[config.mk]
export PLATFORM = sky130hd
export DESIGN_NAME = slmc_strap_link_config
export DESIGN_NICKNAME = d
export VERILOG_FILES = /design/src/logic/slmc_pkg.sv /design/src/logic/slmc_cfg_if.sv /design/src/logic/slmc_strap_sampler.sv /design/src/logic/slmc_link_mode_select.sv /design/src/logic/slmc_strap_link_config.sv
export SDC_FILE = /design/constraint.sdc
export NUM_CORES = 1
export LEC_CHECK = 0
export BUFFER_PORTS_ARGS = -buffer_cell sky130_fd_sc_hd__buf_2
export CAP_MARGIN = 30
export CORE_ASPECT_RATIO = 2
export CORE_UTILIZATION = 45
export CTS_BUF_LIST = sky130_fd_sc_hd__clkbuf_8
export DETAILED_ROUTE_END_ITERATION = 16
export MAX_ROUTING_LAYER = met4
export PLACE_DENSITY_LB_ADDON = 0.12
export SLEW_MARGIN = 20
export SYNTH_ARGS = -nofsm -noshare
export SYNTH_HDL_FRONTEND = slang
export SYNTH_SLANG_ARGS = --single-unit
[constraint.sdc]
create_clock -name pclk -period 1.8 [get_ports pclk]
set_input_delay 0.18 -clock pclk [delete_from_list [all_inputs] [get_ports pclk]]
set_output_delay 0.18 -clock pclk [all_outputs]
set_load 0.02 [all_outputs]
[src/logic/slmc_pkg.sv]
// Functional notes
// - sample both strap inputs at power-up
// - software may read and overwrite strap bits
// - first strap: four levels to two bits
// - second strap: eight levels to three bits
// - source 0 remote-then-internal, 1 external local
// - audio bit adds auxiliary channel when set
// - external control bit hands control to bus pins
// - cable bit selects twisted pair or cable_type_select
// - copy remote display id into sram when set
// - strap bits land in 0x4f, 0x54 and 0x5b
// - cable and copy bits land in 0x5b, 0x54
// - single link limits 96 mhz, legacy receiver below 85 mhz
// - forced single disables secondary phy and back channel
// - dual splits alternate pixels, half clock, 170 mhz
// - dual link uses one protected connection
// - dual automatic when capable and fast enough
// - replicate uses second protection core, 85 mhz
// - mode chosen from capabilities and pixel clock
// - two receivers replicate, secondary alone allowed
// - auto-detect can be disabled for forced mode
// - frequency change may reset serial pll when enabled
package slmc_pkg;
    localparam int CLK_PERIOD_NS = 20;
    localparam int STRAP_SETTLE_NS = 10000;
    localparam int STRAP_SETTLE_CYC = (STRAP_SETTLE_NS + CLK_PERIOD_NS - 1) / CLK_PERIOD_NS;
    localparam logic [9:0] IDX_BRIDGE_CONTROL = 10'h04f;
    localparam logic [9:0] IDX_BRIDGE_CONFIGURATION = 10'h054;
    localparam logic [9:0] IDX_DUAL_LINK_CONTROL = 10'h05b;
    localparam logic [9:0] IDX_LINK_STATUS = 10'h060;
    localparam logic [9:0] IDX_DISPLAY_ID_ADDRESS = 10'h061;
    localparam int BIT_DISPLAY_ID_DISABLE = 0;
    localparam int BIT_AUDIO_AUX = 1;
    localparam int BIT_REMOTE_COPY = 5;
    localparam int BIT_EXTERNAL_CONTROL = 7;
    localparam int BIT_AUTO_DISABLE = 0;
    localparam int BIT_FORCED_MODE_LO = 1;
    localparam int BIT_PLL_RESET_FREQ = 5;
    localparam int BIT_COAXIAL_CABLE = 7;
    localparam logic [7:0] RST_BRIDGE_CONTROL = 8'h00;
    localparam logic [7:0] RST_BRIDGE_CONFIGURATION = 8'h00;
    localparam logic [7:0] RST_DUAL_LINK_CONTROL = 8'h20;
    localparam logic [7:0] RST_DISPLAY_ID_ADDRESS = 8'ha0;
    localparam logic [7:0] SINGLE_MAX_MHZ = 8'd96;
    localparam logic [7:0] LEGACY_MAX_MHZ = 8'd85;
    localparam logic [7:0] DUAL_MIN_MHZ = 8'd97;
    localparam logic [7:0] DUAL_MAX_MHZ = 8'd170;
    localparam logic [7:0] REPLICATE_MAX_MHZ = 8'd85;
    // strap ratio codes are ratio * 255; thresholds sit halfway between levels
    localparam logic [6:0][7:0] STRAP0_THR = {8'hff, 8'hff, 8'hff, 8'hff, 8'h9b, 8'h61, 8'h1a};
    localparam logic [6:0][7:0] STRAP1_THR = {8'he4, 8'hb9, 8'h9b, 8'h7e, 8'h61, 8'h43, 8'h1a};
    localparam logic [1:0] FORCE_SINGLE = 2'h0;
    localparam logic [1:0] FORCE_DUAL = 2'h1;
    localparam logic [1:0] FORCE_REPLICATE = 2'h2;
    typedef enum logic [1:0] {LINK_SINGLE, LINK_DUAL, LINK_REPLICATE, LINK_SECONDARY_ONLY} slmc_link_mode_type;

    function automatic logic [2:0] slmc_level(input logic [7:0] code, input logic [6:0][7:0] thr);
        logic [2:0] n;
        n = 3'h0;
        for (int i = 0; i < 7; i++) begin
            if (thr[i] != 8'hff && code >= thr[i]) begin
                n = n + 3'h1;
            end
        end
        return n;
    endfunction
endpackage

[src/logic/slmc_cfg_if.sv]
`timescale 1ns/100ps
interface slmc_cfg_if;
    import slmc_pkg::*;
    logic strap_load;
    logic [4:0] strap_bits;
    logic auto_disable;
    logic [1:0] forced_mode;
    logic [7:0] freq_mhz;
    logic rx0_present;
    logic rx1_present;
    logic rx0_dual_capable;
    logic rx0_legacy;
    slmc_link_mode_type mode;
    logic over_speed;
    modport strap (output strap_load, output strap_bits);
    modport regs (input strap_load, input strap_bits, input mode, input over_speed, output auto_disable,
                  output forced_mode, output freq_mhz, output rx0_present, output rx1_present,
                  output rx0_dual_capable, output rx0_legacy);
    modport sel (input auto_disable, input forced_mode, input freq_mhz, input rx0_present, input rx1_present,
                 input rx0_dual_capable, input rx0_legacy, output mode, output over_speed);
endinterface

[src/logic/slmc_strap_sampler.sv]
`timescale 1ns/100ps
module slmc_strap_sampler import slmc_pkg::*; (
    input wire logic pclk,
    input wire logic presetn,
    input wire logic [7:0] first_config_strap,
    input wire logic [7:0] second_config_strap,
    slmc_cfg_if.strap cfg
);
    logic [15:0] settle_q;
    logic done_q;
    logic load_q;
    logic [4:0] bits_q;
    wire [2:0] lvl0 = slmc_level(first_config_strap, STRAP0_THR);
    wire [2:0] lvl1 = slmc_level(second_config_strap, STRAP1_THR);
    wire settled = (settle_q == 16'(STRAP_SETTLE_CYC - 1));

    // pins are read once after release, so they may later serve other uses
    always_ff @(posedge pclk or negedge presetn) begin
        if (!presetn) begin
            settle_q <= 16'h0000;
            done_q <= 1'b0;
            load_q <= 1'b0;
            bits_q <= 5'h00;
        end else begin
            load_q <= 1'b0;
            if (!done_q) begin
                if (settled) begin
                    done_q <= 1'b1;
                    load_q <= 1'b1;
                    bits_q <= {lvl0[1:0], lvl1};
                end else begin
                    settle_q <= settle_q + 16'h0001;
                end
            end
        end
    end

    assign cfg.strap_load = load_q;
    assign cfg.strap_bits = bits_q;
endmodule

[src/logic/slmc_link_mode_select.sv]
`timescale 1ns/100ps
module slmc_link_mode_select import slmc_pkg::*; (
    input wire logic pclk,
    input wire logic presetn,
    slmc_cfg_if.sel cfg
);
    slmc_link_mode_type auto_mode;
    slmc_link_mode_type forced;
    slmc_link_mode_type next_mode;
    slmc_link_mode_type mode_q;
    logic over_q;

    wire dual_ok = cfg.rx0_dual_capable && cfg.freq_mhz >= DUAL_MIN_MHZ;
    wire both = cfg.rx0_present && cfg.rx1_present;
    assign auto_mode = both ? LINK_REPLICATE :
                       (!cfg.rx0_present && cfg.rx1_present) ? LINK_SECONDARY_ONLY :
                       (cfg.rx0_present && dual_ok) ? LINK_DUAL : LINK_SINGLE;
    assign forced = (cfg.forced_mode == FORCE_DUAL) ? LINK_DUAL :
                    (cfg.forced_mode == FORCE_REPLICATE) ? LINK_REPLICATE : LINK_SINGLE;
    assign next_mode = cfg.auto_disable ? forced : auto_mode;
    wire single_lim = cfg.rx0_legacy ? (cfg.freq_mhz >= LEGACY_MAX_MHZ) : (cfg.freq_mhz > SINGLE_MAX_MHZ);
    wire over_d = (next_mode == LINK_DUAL) ? (cfg.freq_mhz > DUAL_MAX_MHZ) :
                  (next_mode == LINK_REPLICATE) ? (cfg.freq_mhz > REPLICATE_MAX_MHZ) : single_lim;

    always_ff @(posedge pclk or negedge presetn) begin
        if (!presetn) begin
            mode_q <= LINK_SINGLE;
            over_q <= 1'b0;
        end else begin
            mode_q <= next_mode;
            over_q <= over_d;
        end
    end

    assign cfg.mode = mode_q;
    assign cfg.over_speed = over_q;
endmodule

[src/logic/slmc_strap_link_config.sv]
`timescale 1ns/100ps
module slmc_strap_link_config import slmc_pkg::*; (
    input wire logic pclk,
    input wire logic presetn,
    input wire logic psel,
    input wire logic penable,
    input wire logic pwrite,
    input wire logic [11:0] paddr,
    input wire logic [31:0] pwdata,
    output logic [31:0] prdata,
    output logic pready,
    output logic pslverr,
    input wire logic [7:0] first_config_strap,
    input wire logic [7:0] second_config_strap,
    input wire logic rx0_present,
    input wire logic rx1_present,
    input wire logic rx0_dual_capable,
    input wire logic rx0_legacy,
    input wire logic [7:0] pixel_clock_mhz,
    input wire logic freq_change_detected,
    input wire logic remote_display_id_found,
    output logic use_remote_display_id,
    output logic use_external_local_display_id,
    output logic [7:0] remote_display_id_address,
    output logic copy_remote_to_sram,
    output logic aux_audio_enable,
    output logic external_controller_override,
    output logic cable_type_select,
    output logic [1:0] link_mode,
    output logic primary_tx_enable,
    output logic secondary_tx_enable,
    output logic secondary_back_channel_enable,
    output logic pixel_split_enable,
    output logic tx_clock_half_rate,
    output logic shared_protection_session,
    output logic second_protection_core_enable,
    output logic serial_pll_reset,
    output logic pixel_clock_over_limit
);
    slmc_cfg_if cfg ();

    logic [7:0] bridge_control_q;
    logic [7:0] bridge_control_d;
    logic [7:0] bridge_configuration_q;
    logic [7:0] bridge_configuration_d;
    logic [7:0] dual_link_control_q;
    logic [7:0] dual_link_control_d;
    logic [7:0] display_id_address_q;
    logic [7:0] display_id_address_d;
    logic strap_loaded_q;
    logic [31:0] prdata_q;
    logic [31:0] rdata_d;
    logic slverr_q;
    logic pll_reset_q;
    logic [1:0] link_mode_q;
    logic primary_tx_q;
    logic secondary_tx_q;
    logic back_channel_q;
    logic split_q;
    logic shared_prot_q;
    logic second_core_q;
    logic over_q;
    logic [7:0] status_byte;

    slmc_strap_sampler u_strap (
        .pclk(pclk),
        .presetn(presetn),
        .first_config_strap(first_config_strap),
        .second_config_strap(second_config_strap),
        .cfg(cfg.strap)
    );

    slmc_link_mode_select u_mode (
        .pclk(pclk),
        .presetn(presetn),
        .cfg(cfg.sel)
    );

    function automatic logic addr_is(input logic [11:0] addr, input logic [9:0] idx);
        return addr == {idx, 2'b00};
    endfunction

    // apb decode: zero wait states, read data captured in the setup cycle
    wire setup_phase = psel && !penable;
    wire access_phase = psel && penable;
    wire hit_ctl = addr_is(paddr, IDX_BRIDGE_CONTROL);
    wire hit_cfg = addr_is(paddr, IDX_BRIDGE_CONFIGURATION);
    wire hit_dual = addr_is(paddr, IDX_DUAL_LINK_CONTROL);
    wire hit_stat = addr_is(paddr, IDX_LINK_STATUS);
    wire hit_addr = addr_is(paddr, IDX_DISPLAY_ID_ADDRESS);
    wire mapped = hit_ctl || hit_cfg || hit_dual || hit_stat || hit_addr;
    wire wr_en = access_phase && pwrite && mapped;
    wire wr_ctl = wr_en && hit_ctl;
    wire wr_cfg = wr_en && hit_cfg;
    wire wr_dual = wr_en && hit_dual;
    wire wr_addr = wr_en && hit_addr;

    // strap bits in the sampler's packing
    wire strap_edid = cfg.strap_bits[4];
    wire strap_aux = cfg.strap_bits[3];
    wire strap_ext = cfg.strap_bits[2];
    wire strap_cable_type_select = cfg.strap_bits[1];
    wire strap_copy = cfg.strap_bits[0];

    // a software write in the load cycle wins, so the register setting is never lost
    always_comb begin
        bridge_control_d = bridge_control_q;
        if (wr_ctl) begin
            bridge_control_d = pwdata[7:0];
        end else if (cfg.strap_load) begin
            bridge_control_d[BIT_DISPLAY_ID_DISABLE] = strap_edid;
        end
    end

    always_comb begin
        bridge_configuration_d = bridge_configuration_q;
        if (wr_cfg) begin
            bridge_configuration_d = pwdata[7:0];
        end else if (cfg.strap_load) begin
            bridge_configuration_d[BIT_AUDIO_AUX] = strap_aux;
            bridge_configuration_d[BIT_EXTERNAL_CONTROL] = strap_ext;
            bridge_configuration_d[BIT_REMOTE_COPY] = strap_copy;
        end
    end

    always_comb begin
        dual_link_control_d = dual_link_control_q;
        if (wr_dual) begin
            dual_link_control_d = pwdata[7:0];
        end else if (cfg.strap_load) begin
            dual_link_control_d[BIT_COAXIAL_CABLE] = strap_cable_type_select;
        end
    end

    always_comb begin
        display_id_address_d = display_id_address_q;
        if (wr_addr) begin
            display_id_address_d = pwdata[7:0];
        end
    end

    always_ff @(posedge pclk or negedge presetn) begin
        if (!presetn) begin
            bridge_control_q <= RST_BRIDGE_CONTROL;
            bridge_configuration_q <= RST_BRIDGE_CONFIGURATION;
            dual_link_control_q <= RST_DUAL_LINK_CONTROL;
            display_id_address_q <= RST_DISPLAY_ID_ADDRESS;
        end else begin
            bridge_control_q <= bridge_control_d;
            bridge_configuration_q <= bridge_configuration_d;
            dual_link_control_q <= dual_link_control_d;
            display_id_address_q <= display_id_address_d;
        end
    end

    always_ff @(posedge pclk or negedge presetn) begin
        if (!presetn) begin
            strap_loaded_q <= 1'b0;
        end else if (cfg.strap_load) begin
            strap_loaded_q <= 1'b1;
        end
    end

    // control fields handed to the mode selector
    assign cfg.auto_disable = dual_link_control_q[BIT_AUTO_DISABLE];
    assign cfg.forced_mode = dual_link_control_q[BIT_FORCED_MODE_LO +: 2];
    assign cfg.freq_mhz = pixel_clock_mhz;
    assign cfg.rx0_present = rx0_present;
    assign cfg.rx1_present = rx1_present;
    assign cfg.rx0_dual_capable = rx0_dual_capable;
    assign cfg.rx0_legacy = rx0_legacy;

    assign status_byte = {2'b00, strap_loaded_q, rx1_present, rx0_present, cfg.over_speed, cfg.mode};

    always_comb begin
        rdata_d = 32'h0000_0000;
        if (hit_ctl) begin
            rdata_d[7:0] = bridge_control_q;
        end else if (hit_cfg) begin
            rdata_d[7:0] = bridge_configuration_q;
        end else if (hit_dual) begin
            rdata_d[7:0] = dual_link_control_q;
        end else if (hit_stat) begin
            rdata_d[7:0] = status_byte;
        end else if (hit_addr) begin
            rdata_d[7:0] = display_id_address_q;
        end
    end

    always_ff @(posedge pclk or negedge presetn) begin
        if (!presetn) begin
            prdata_q <= 32'h0000_0000;
            slverr_q <= 1'b0;
        end else if (setup_phase) begin
            prdata_q <= pwrite ? 32'h0000_0000 : rdata_d;
            slverr_q <= !mapped;
        end
    end

    assign prdata = prdata_q;
    assign pready = 1'b1;
    assign pslverr = access_phase && slverr_q;

    // option bits to the rest of the bridge
    wire display_id_source_select = bridge_control_q[BIT_DISPLAY_ID_DISABLE];
    wire copy_sel = bridge_configuration_q[BIT_REMOTE_COPY];
    wire mode_dual = (cfg.mode == LINK_DUAL);
    wire mode_rep = (cfg.mode == LINK_REPLICATE);
    wire mode_sec = (cfg.mode == LINK_SECONDARY_ONLY);
    // forced single reaches here through the selected mode, so link_mode and the enables move together
    // a spurious pll reset can drop lock downstream; the enable is set at reset (0x20)
    wire pll_reset_d = freq_change_detected && dual_link_control_q[BIT_PLL_RESET_FREQ];

    always_ff @(posedge pclk or negedge presetn) begin
        if (!presetn) begin
            link_mode_q <= 2'b00;
            primary_tx_q <= 1'b0;
            secondary_tx_q <= 1'b0;
            back_channel_q <= 1'b0;
            split_q <= 1'b0;
            shared_prot_q <= 1'b0;
            second_core_q <= 1'b0;
            over_q <= 1'b0;
            pll_reset_q <= 1'b0;
        end else begin
            link_mode_q <= cfg.mode;
            primary_tx_q <= !mode_sec;
            secondary_tx_q <= mode_dual || mode_rep || mode_sec;
            back_channel_q <= mode_dual || mode_rep || mode_sec;
            split_q <= mode_dual;
            shared_prot_q <= mode_dual;
            second_core_q <= mode_rep;
            over_q <= cfg.over_speed;
            pll_reset_q <= pll_reset_d;
        end
    end

    assign link_mode = link_mode_q;
    assign primary_tx_enable = primary_tx_q;
    assign secondary_tx_enable = secondary_tx_q;
    assign secondary_back_channel_enable = back_channel_q;
    assign pixel_split_enable = split_q;
    assign tx_clock_half_rate = split_q;
    assign shared_protection_session = shared_prot_q;
    assign second_protection_core_enable = second_core_q;
    assign pixel_clock_over_limit = over_q;
    assign serial_pll_reset = pll_reset_q;

    // remote lookup falls back to the internal sram copy when nothing answers
    assign use_remote_display_id = !display_id_source_select && remote_display_id_found;
    assign use_external_local_display_id = display_id_source_select;
    assign remote_display_id_address = display_id_address_q;
    assign copy_remote_to_sram = copy_sel && remote_display_id_found;
    assign aux_audio_enable = bridge_configuration_q[BIT_AUDIO_AUX];
    assign external_controller_override = bridge_configuration_q[BIT_EXTERNAL_CONTROL];
    assign cable_type_select = dual_link_control_q[BIT_COAXIAL_CABLE];
endmodule

==> impl_metrics.env <==
export IMPL_vias=3670
export IMPL_critPathCaptureType="flip-flop"
export IMPL_critPathArrivalTime_ns=3.43
export IMPL_switching_share_pct=26.13
export IMPL_internal_power_w=0.002746
export IMPL_min_from="freq_change_detected"
export IMPL_placed_area_um2=5182
export IMPL_first_iter_violations=151
export IMPL_drc=11
export IMPL_slew_headroom_pct=64.12
export IMPL_fin_cells=686
export IMPL_finalMaxSlewViolations=0
export IMPL_max_stage_delay_ns=0.29
export IMPL_crit_path_top_delay_cell="ha_1"
export IMPL_ir_worst_vdd_v=0.0007361
export IMPL_place_inst=661
export IMPL_die_w_um=71.26
export IMPL_finalHoldViolCount=0
export IMPL_wl_per_cell_um=15.05
export IMPL_drt_pass1_iterations=11
export IMPL_cp_num_buf_inv=5
export IMPL_crit_fanout=2
export IMPL_drive_gt1_share_pct=39.52
export IMPL_synth_top_cell_area_share_pct=42.32
export IMPL_first_global_vias=3609
export IMPL_portBuffers=88
export IMPL_nNetsFinal=665
export IMPL_tightestPinTransition_ns=0.5362
export IMPL_ys_warn_count=0
export IMPL_start_util_pct=46.31
export IMPL_min_period_ns=3.164
export IMPL_yosysMostFrequentCell="dfrtp_1"
export IMPL_synth_cell_types=62
export IMPL_grt_max_degree=44
export IMPL_ff2ff_path_depth=7
export IMPL_cts_tree="done"
export IMPL_fmax_ghz=0.3160
export IMPL_syn_area_per_cell_um2=10.11
export IMPL_clockPowerShare_pct=35.1
export IMPL_area_delta_synth_final_pct=28.35
export IMPL_path_cells="buf_6 > or2_4 > nor2_4 > nand2_1 > nand2_1 > nand2_1 > inv_2 > ha_4 > xor2_1 > ha_1 > buf_4 > inv_1 > or2_2 > a21o_1 > a22oi_2 > ha_1 > inv_2 > o21ai_2 > ha_2 > nand2_1 > xnor3_1 > xor2_1 > o21ai_1"
export IMPL_seq_area_um2=1906
export IMPL_leakagePower_nw=2.743
export IMPL_synth_seq_cells=76
export IMPL_dpl_hpwl_um=8123
export IMPL_synth_top_cell_by_area="dfrtp_1"
export IMPL_h_tree_depth=3
export IMPL_setup_tns_ns=-2.610
export IMPL_cts_sinks=76
export IMPL_multi_input_comb_area_um2=2256
export IMPL_status="complete, but fails checks"
export IMPL_place_congestion=0.8791
export IMPL_die_area_um2=10010
export IMPL_ant_nets=0
export IMPL_failed_checks="DRC, setup timing"
export IMPL_sequentialPowerShare_pct=46.8
export IMPL_path_clk_slew_ns=0.08
export IMPL_wirelength_um=10330
export IMPL_grtUsageTotal_pct=21.92
export IMPL_clock_latency_ns=0.35
export IMPL_ys_flop_type="dfrtp_1"
export IMPL_cts_root_buf="clkbuf_8"
export IMPL_post_route_period_util_pct=175.8
export IMPL_synth_edf_count=0
export IMPL_p_switching_w=0.0009713
export IMPL_crit_family="adder cells"
export IMPL_hold_ws_ns=0.04660
export IMPL_r2r_slack_ns=-0.05
export IMPL_grt_ovfl_total=0
export IMPL_synth_area_top_cells="dfrtp_1 (42%), mux2_2 (7.0%), buf_4 (5.0%)"
export IMPL_stdcell_area_um2=5540
export IMPL_clock_tree_buffer_depth=2
export IMPL_reg2reg_from="u_strap.settle_q[9]"
export IMPL_num_io_pins=138
export IMPL_critical_path_class="in -> reg"
export IMPL_synth_area_um2=4317
export IMPL_cap_violations=0
export IMPL_cp_common_cell="nand2_1"
export IMPL_setup_viol=4
export IMPL_hold_class="in -> reg"
export IMPL_p_comb_share_pct=18.1
export IMPL_antenna_found_initial=0
export IMPL_cts_buffers=9
export IMPL_p_per_area_nw_per_um2=671.0
export IMPL_synth_seq_area_share_pct=44.14
export IMPL_finClkSkew_ns=0.01316
export IMPL_synthArstFlopShare_pct=100.0
export IMPL_fin_ws_ns=-1.364
export IMPL_whs_path_depth=2
export IMPL_ys_top_cells_by_count="dfrtp_1 (73), nand2_1 (42), nor2_1 (30)"
export IMPL_r2r_end="u_strap.cfg.strap_bits[0]"
export IMPL_vias_per_cell=5.350
export IMPL_antennaDiodeCount=0
export IMPL_rsz0062_at_grt="yes"
export IMPL_start_kind="input port"
export IMPL_die_h_um=140.5
export IMPL_hold_end="serial_pll_reset"
export IMPL_rows=50
export IMPL_cp_required_ns=2.06
export IMPL_grt_pass1_wl_um=16420
export IMPL_core_area_um2=9321
export IMPL_postSynthCellCount=427
export IMPL_fill_cells=822
[metal layers]
| metal | vias to the layer above | GRT usage (%) | routed length [um] |
|---|---|---|---|
| met5 | - | - | 0 |
| met4 | 0 | 10.00 | 301 |
| met3 | 30 | 3.094 | 328 |
| met2 | 107 | 42.26 | 6140 |
| met1 | 1764 | 20.47 | 3556 |
| li1 | 1769 | - | - |
[per-stage QoR]
step | total power, W | setup slack, ns | utilization [%]
after floorplan | 0.002123 | -1.587 | -
final | 0.003717 | -1.364 | 59.44
after detailed placement | 0.002344 | -1.840 | 55.60
after global routing | 0.003895 | -1.550 | 59.44
after global placement | 0.002333 | -1.695 | 55.60
after CTS | 0.003725 | -1.383 | 58.78
[repair_timing]
item / in CTS / in global routing
endpoints found under the setup margin: 7 / 9
resized for setup: 8 / 12
setup buffers: 7 / 3
pin swaps: 14 / 14
hold endpoints to repair: 31 / 0
hold buffers: 1 / 0
gates cloned: 0 / 0
[cells in the final DEF, fill, tap and decap left out, drive strengths merged, types with 5 or more instances in the layout]
master	count
a21oi	19
a221oi	8
and3	6
buf	152
clkbuf	11
conb	25
dfrtp	73
ha	9
inv	16
mux2	28
mux2i	13
nand2	42
nand3	8
nor2	30
nor2b	7
nor3	11
o211ai	6
o21ai	31
or2	5
xnor2	16
xor2	5
[worst max path at each step]
stage                            from                        end  slack (ns)  depth (start not counted)
3_3_place_gp   second_config_strap[3]  u_strap.cfg.strap_bits[2]       -1.69                         23
3_5_place_dp   second_config_strap[3]  u_strap.cfg.strap_bits[2]       -1.84                         23
6_report       second_config_strap[3]  u_strap.cfg.strap_bits[2]       -1.36                         23
5_1_grt        second_config_strap[3]  u_strap.cfg.strap_bits[2]       -1.55                         23
4_1_cts        second_config_strap[3]  u_strap.cfg.strap_bits[2]       -1.38                         23
2_1_floorplan  second_config_strap[3]  u_strap.cfg.strap_bits[2]       -1.59                         23
[sequential cells by signal, summed over array words and instances, names as in the netlist, 2 cells and up]
register                   count
u_strap.cfg.strap_bits         5
u_strap.settle_q              16
dual_link_control_q            8
bridge_control_q               8
u_mode.cfg.mode                2
link_mode                      2
prdata                         8
bridge_configuration_q         8
remote_display_id_address      8
[worst reg2reg max path: cells and delay by family (launching register included)]
| kind | cells | cell delay, ns |
|---|---|---|
| AOI/OAI and AO/OA | 2 | 0.17 |
| DFF | 1 | 0.40 |
| buffers and inverters | 1 | 0.07 |
| and+or+nand+nor | 4 | 1.09 |
[power by group through the flow]
stage                     logic (W)  registers, W  clock network [W]
after floorplan            0.000336       0.00179                  0
after global placement     0.000561       0.00177                  0
after detailed placement   0.000571       0.00177                  0
after CTS                  0.000647       0.00174            0.00134
after global routing       0.000742       0.00174            0.00141
final                      0.000673       0.00174            0.00130
[cell families (layout without fill, tap and decap cells)]
group	after synthesis	in the layout	share of synthesized area, %
AND/OR/NAND/NOR	137	137	17.10
AO/OA/AOI/OAI	86	86	12.87
flip-flops	76	76	44.14
buffers and inverters	53	185	7.449
multiplexers	41	41	10.32
XOR/XNOR	23	23	5.333
adder cells (fa/ha/maj)	9	9	2.609
other	2	25	0.1740
[cell type report]
class	count	share of cell area, %
timing repair buffer	153	17.71
multi-input combinational	321	40.72
inverter	16	1.174
clock inverter	5	0.9259
clock buffer	11	2.733
sequential	76	34.39
tap	104	2.349
(Power assumes the default switching activity.)
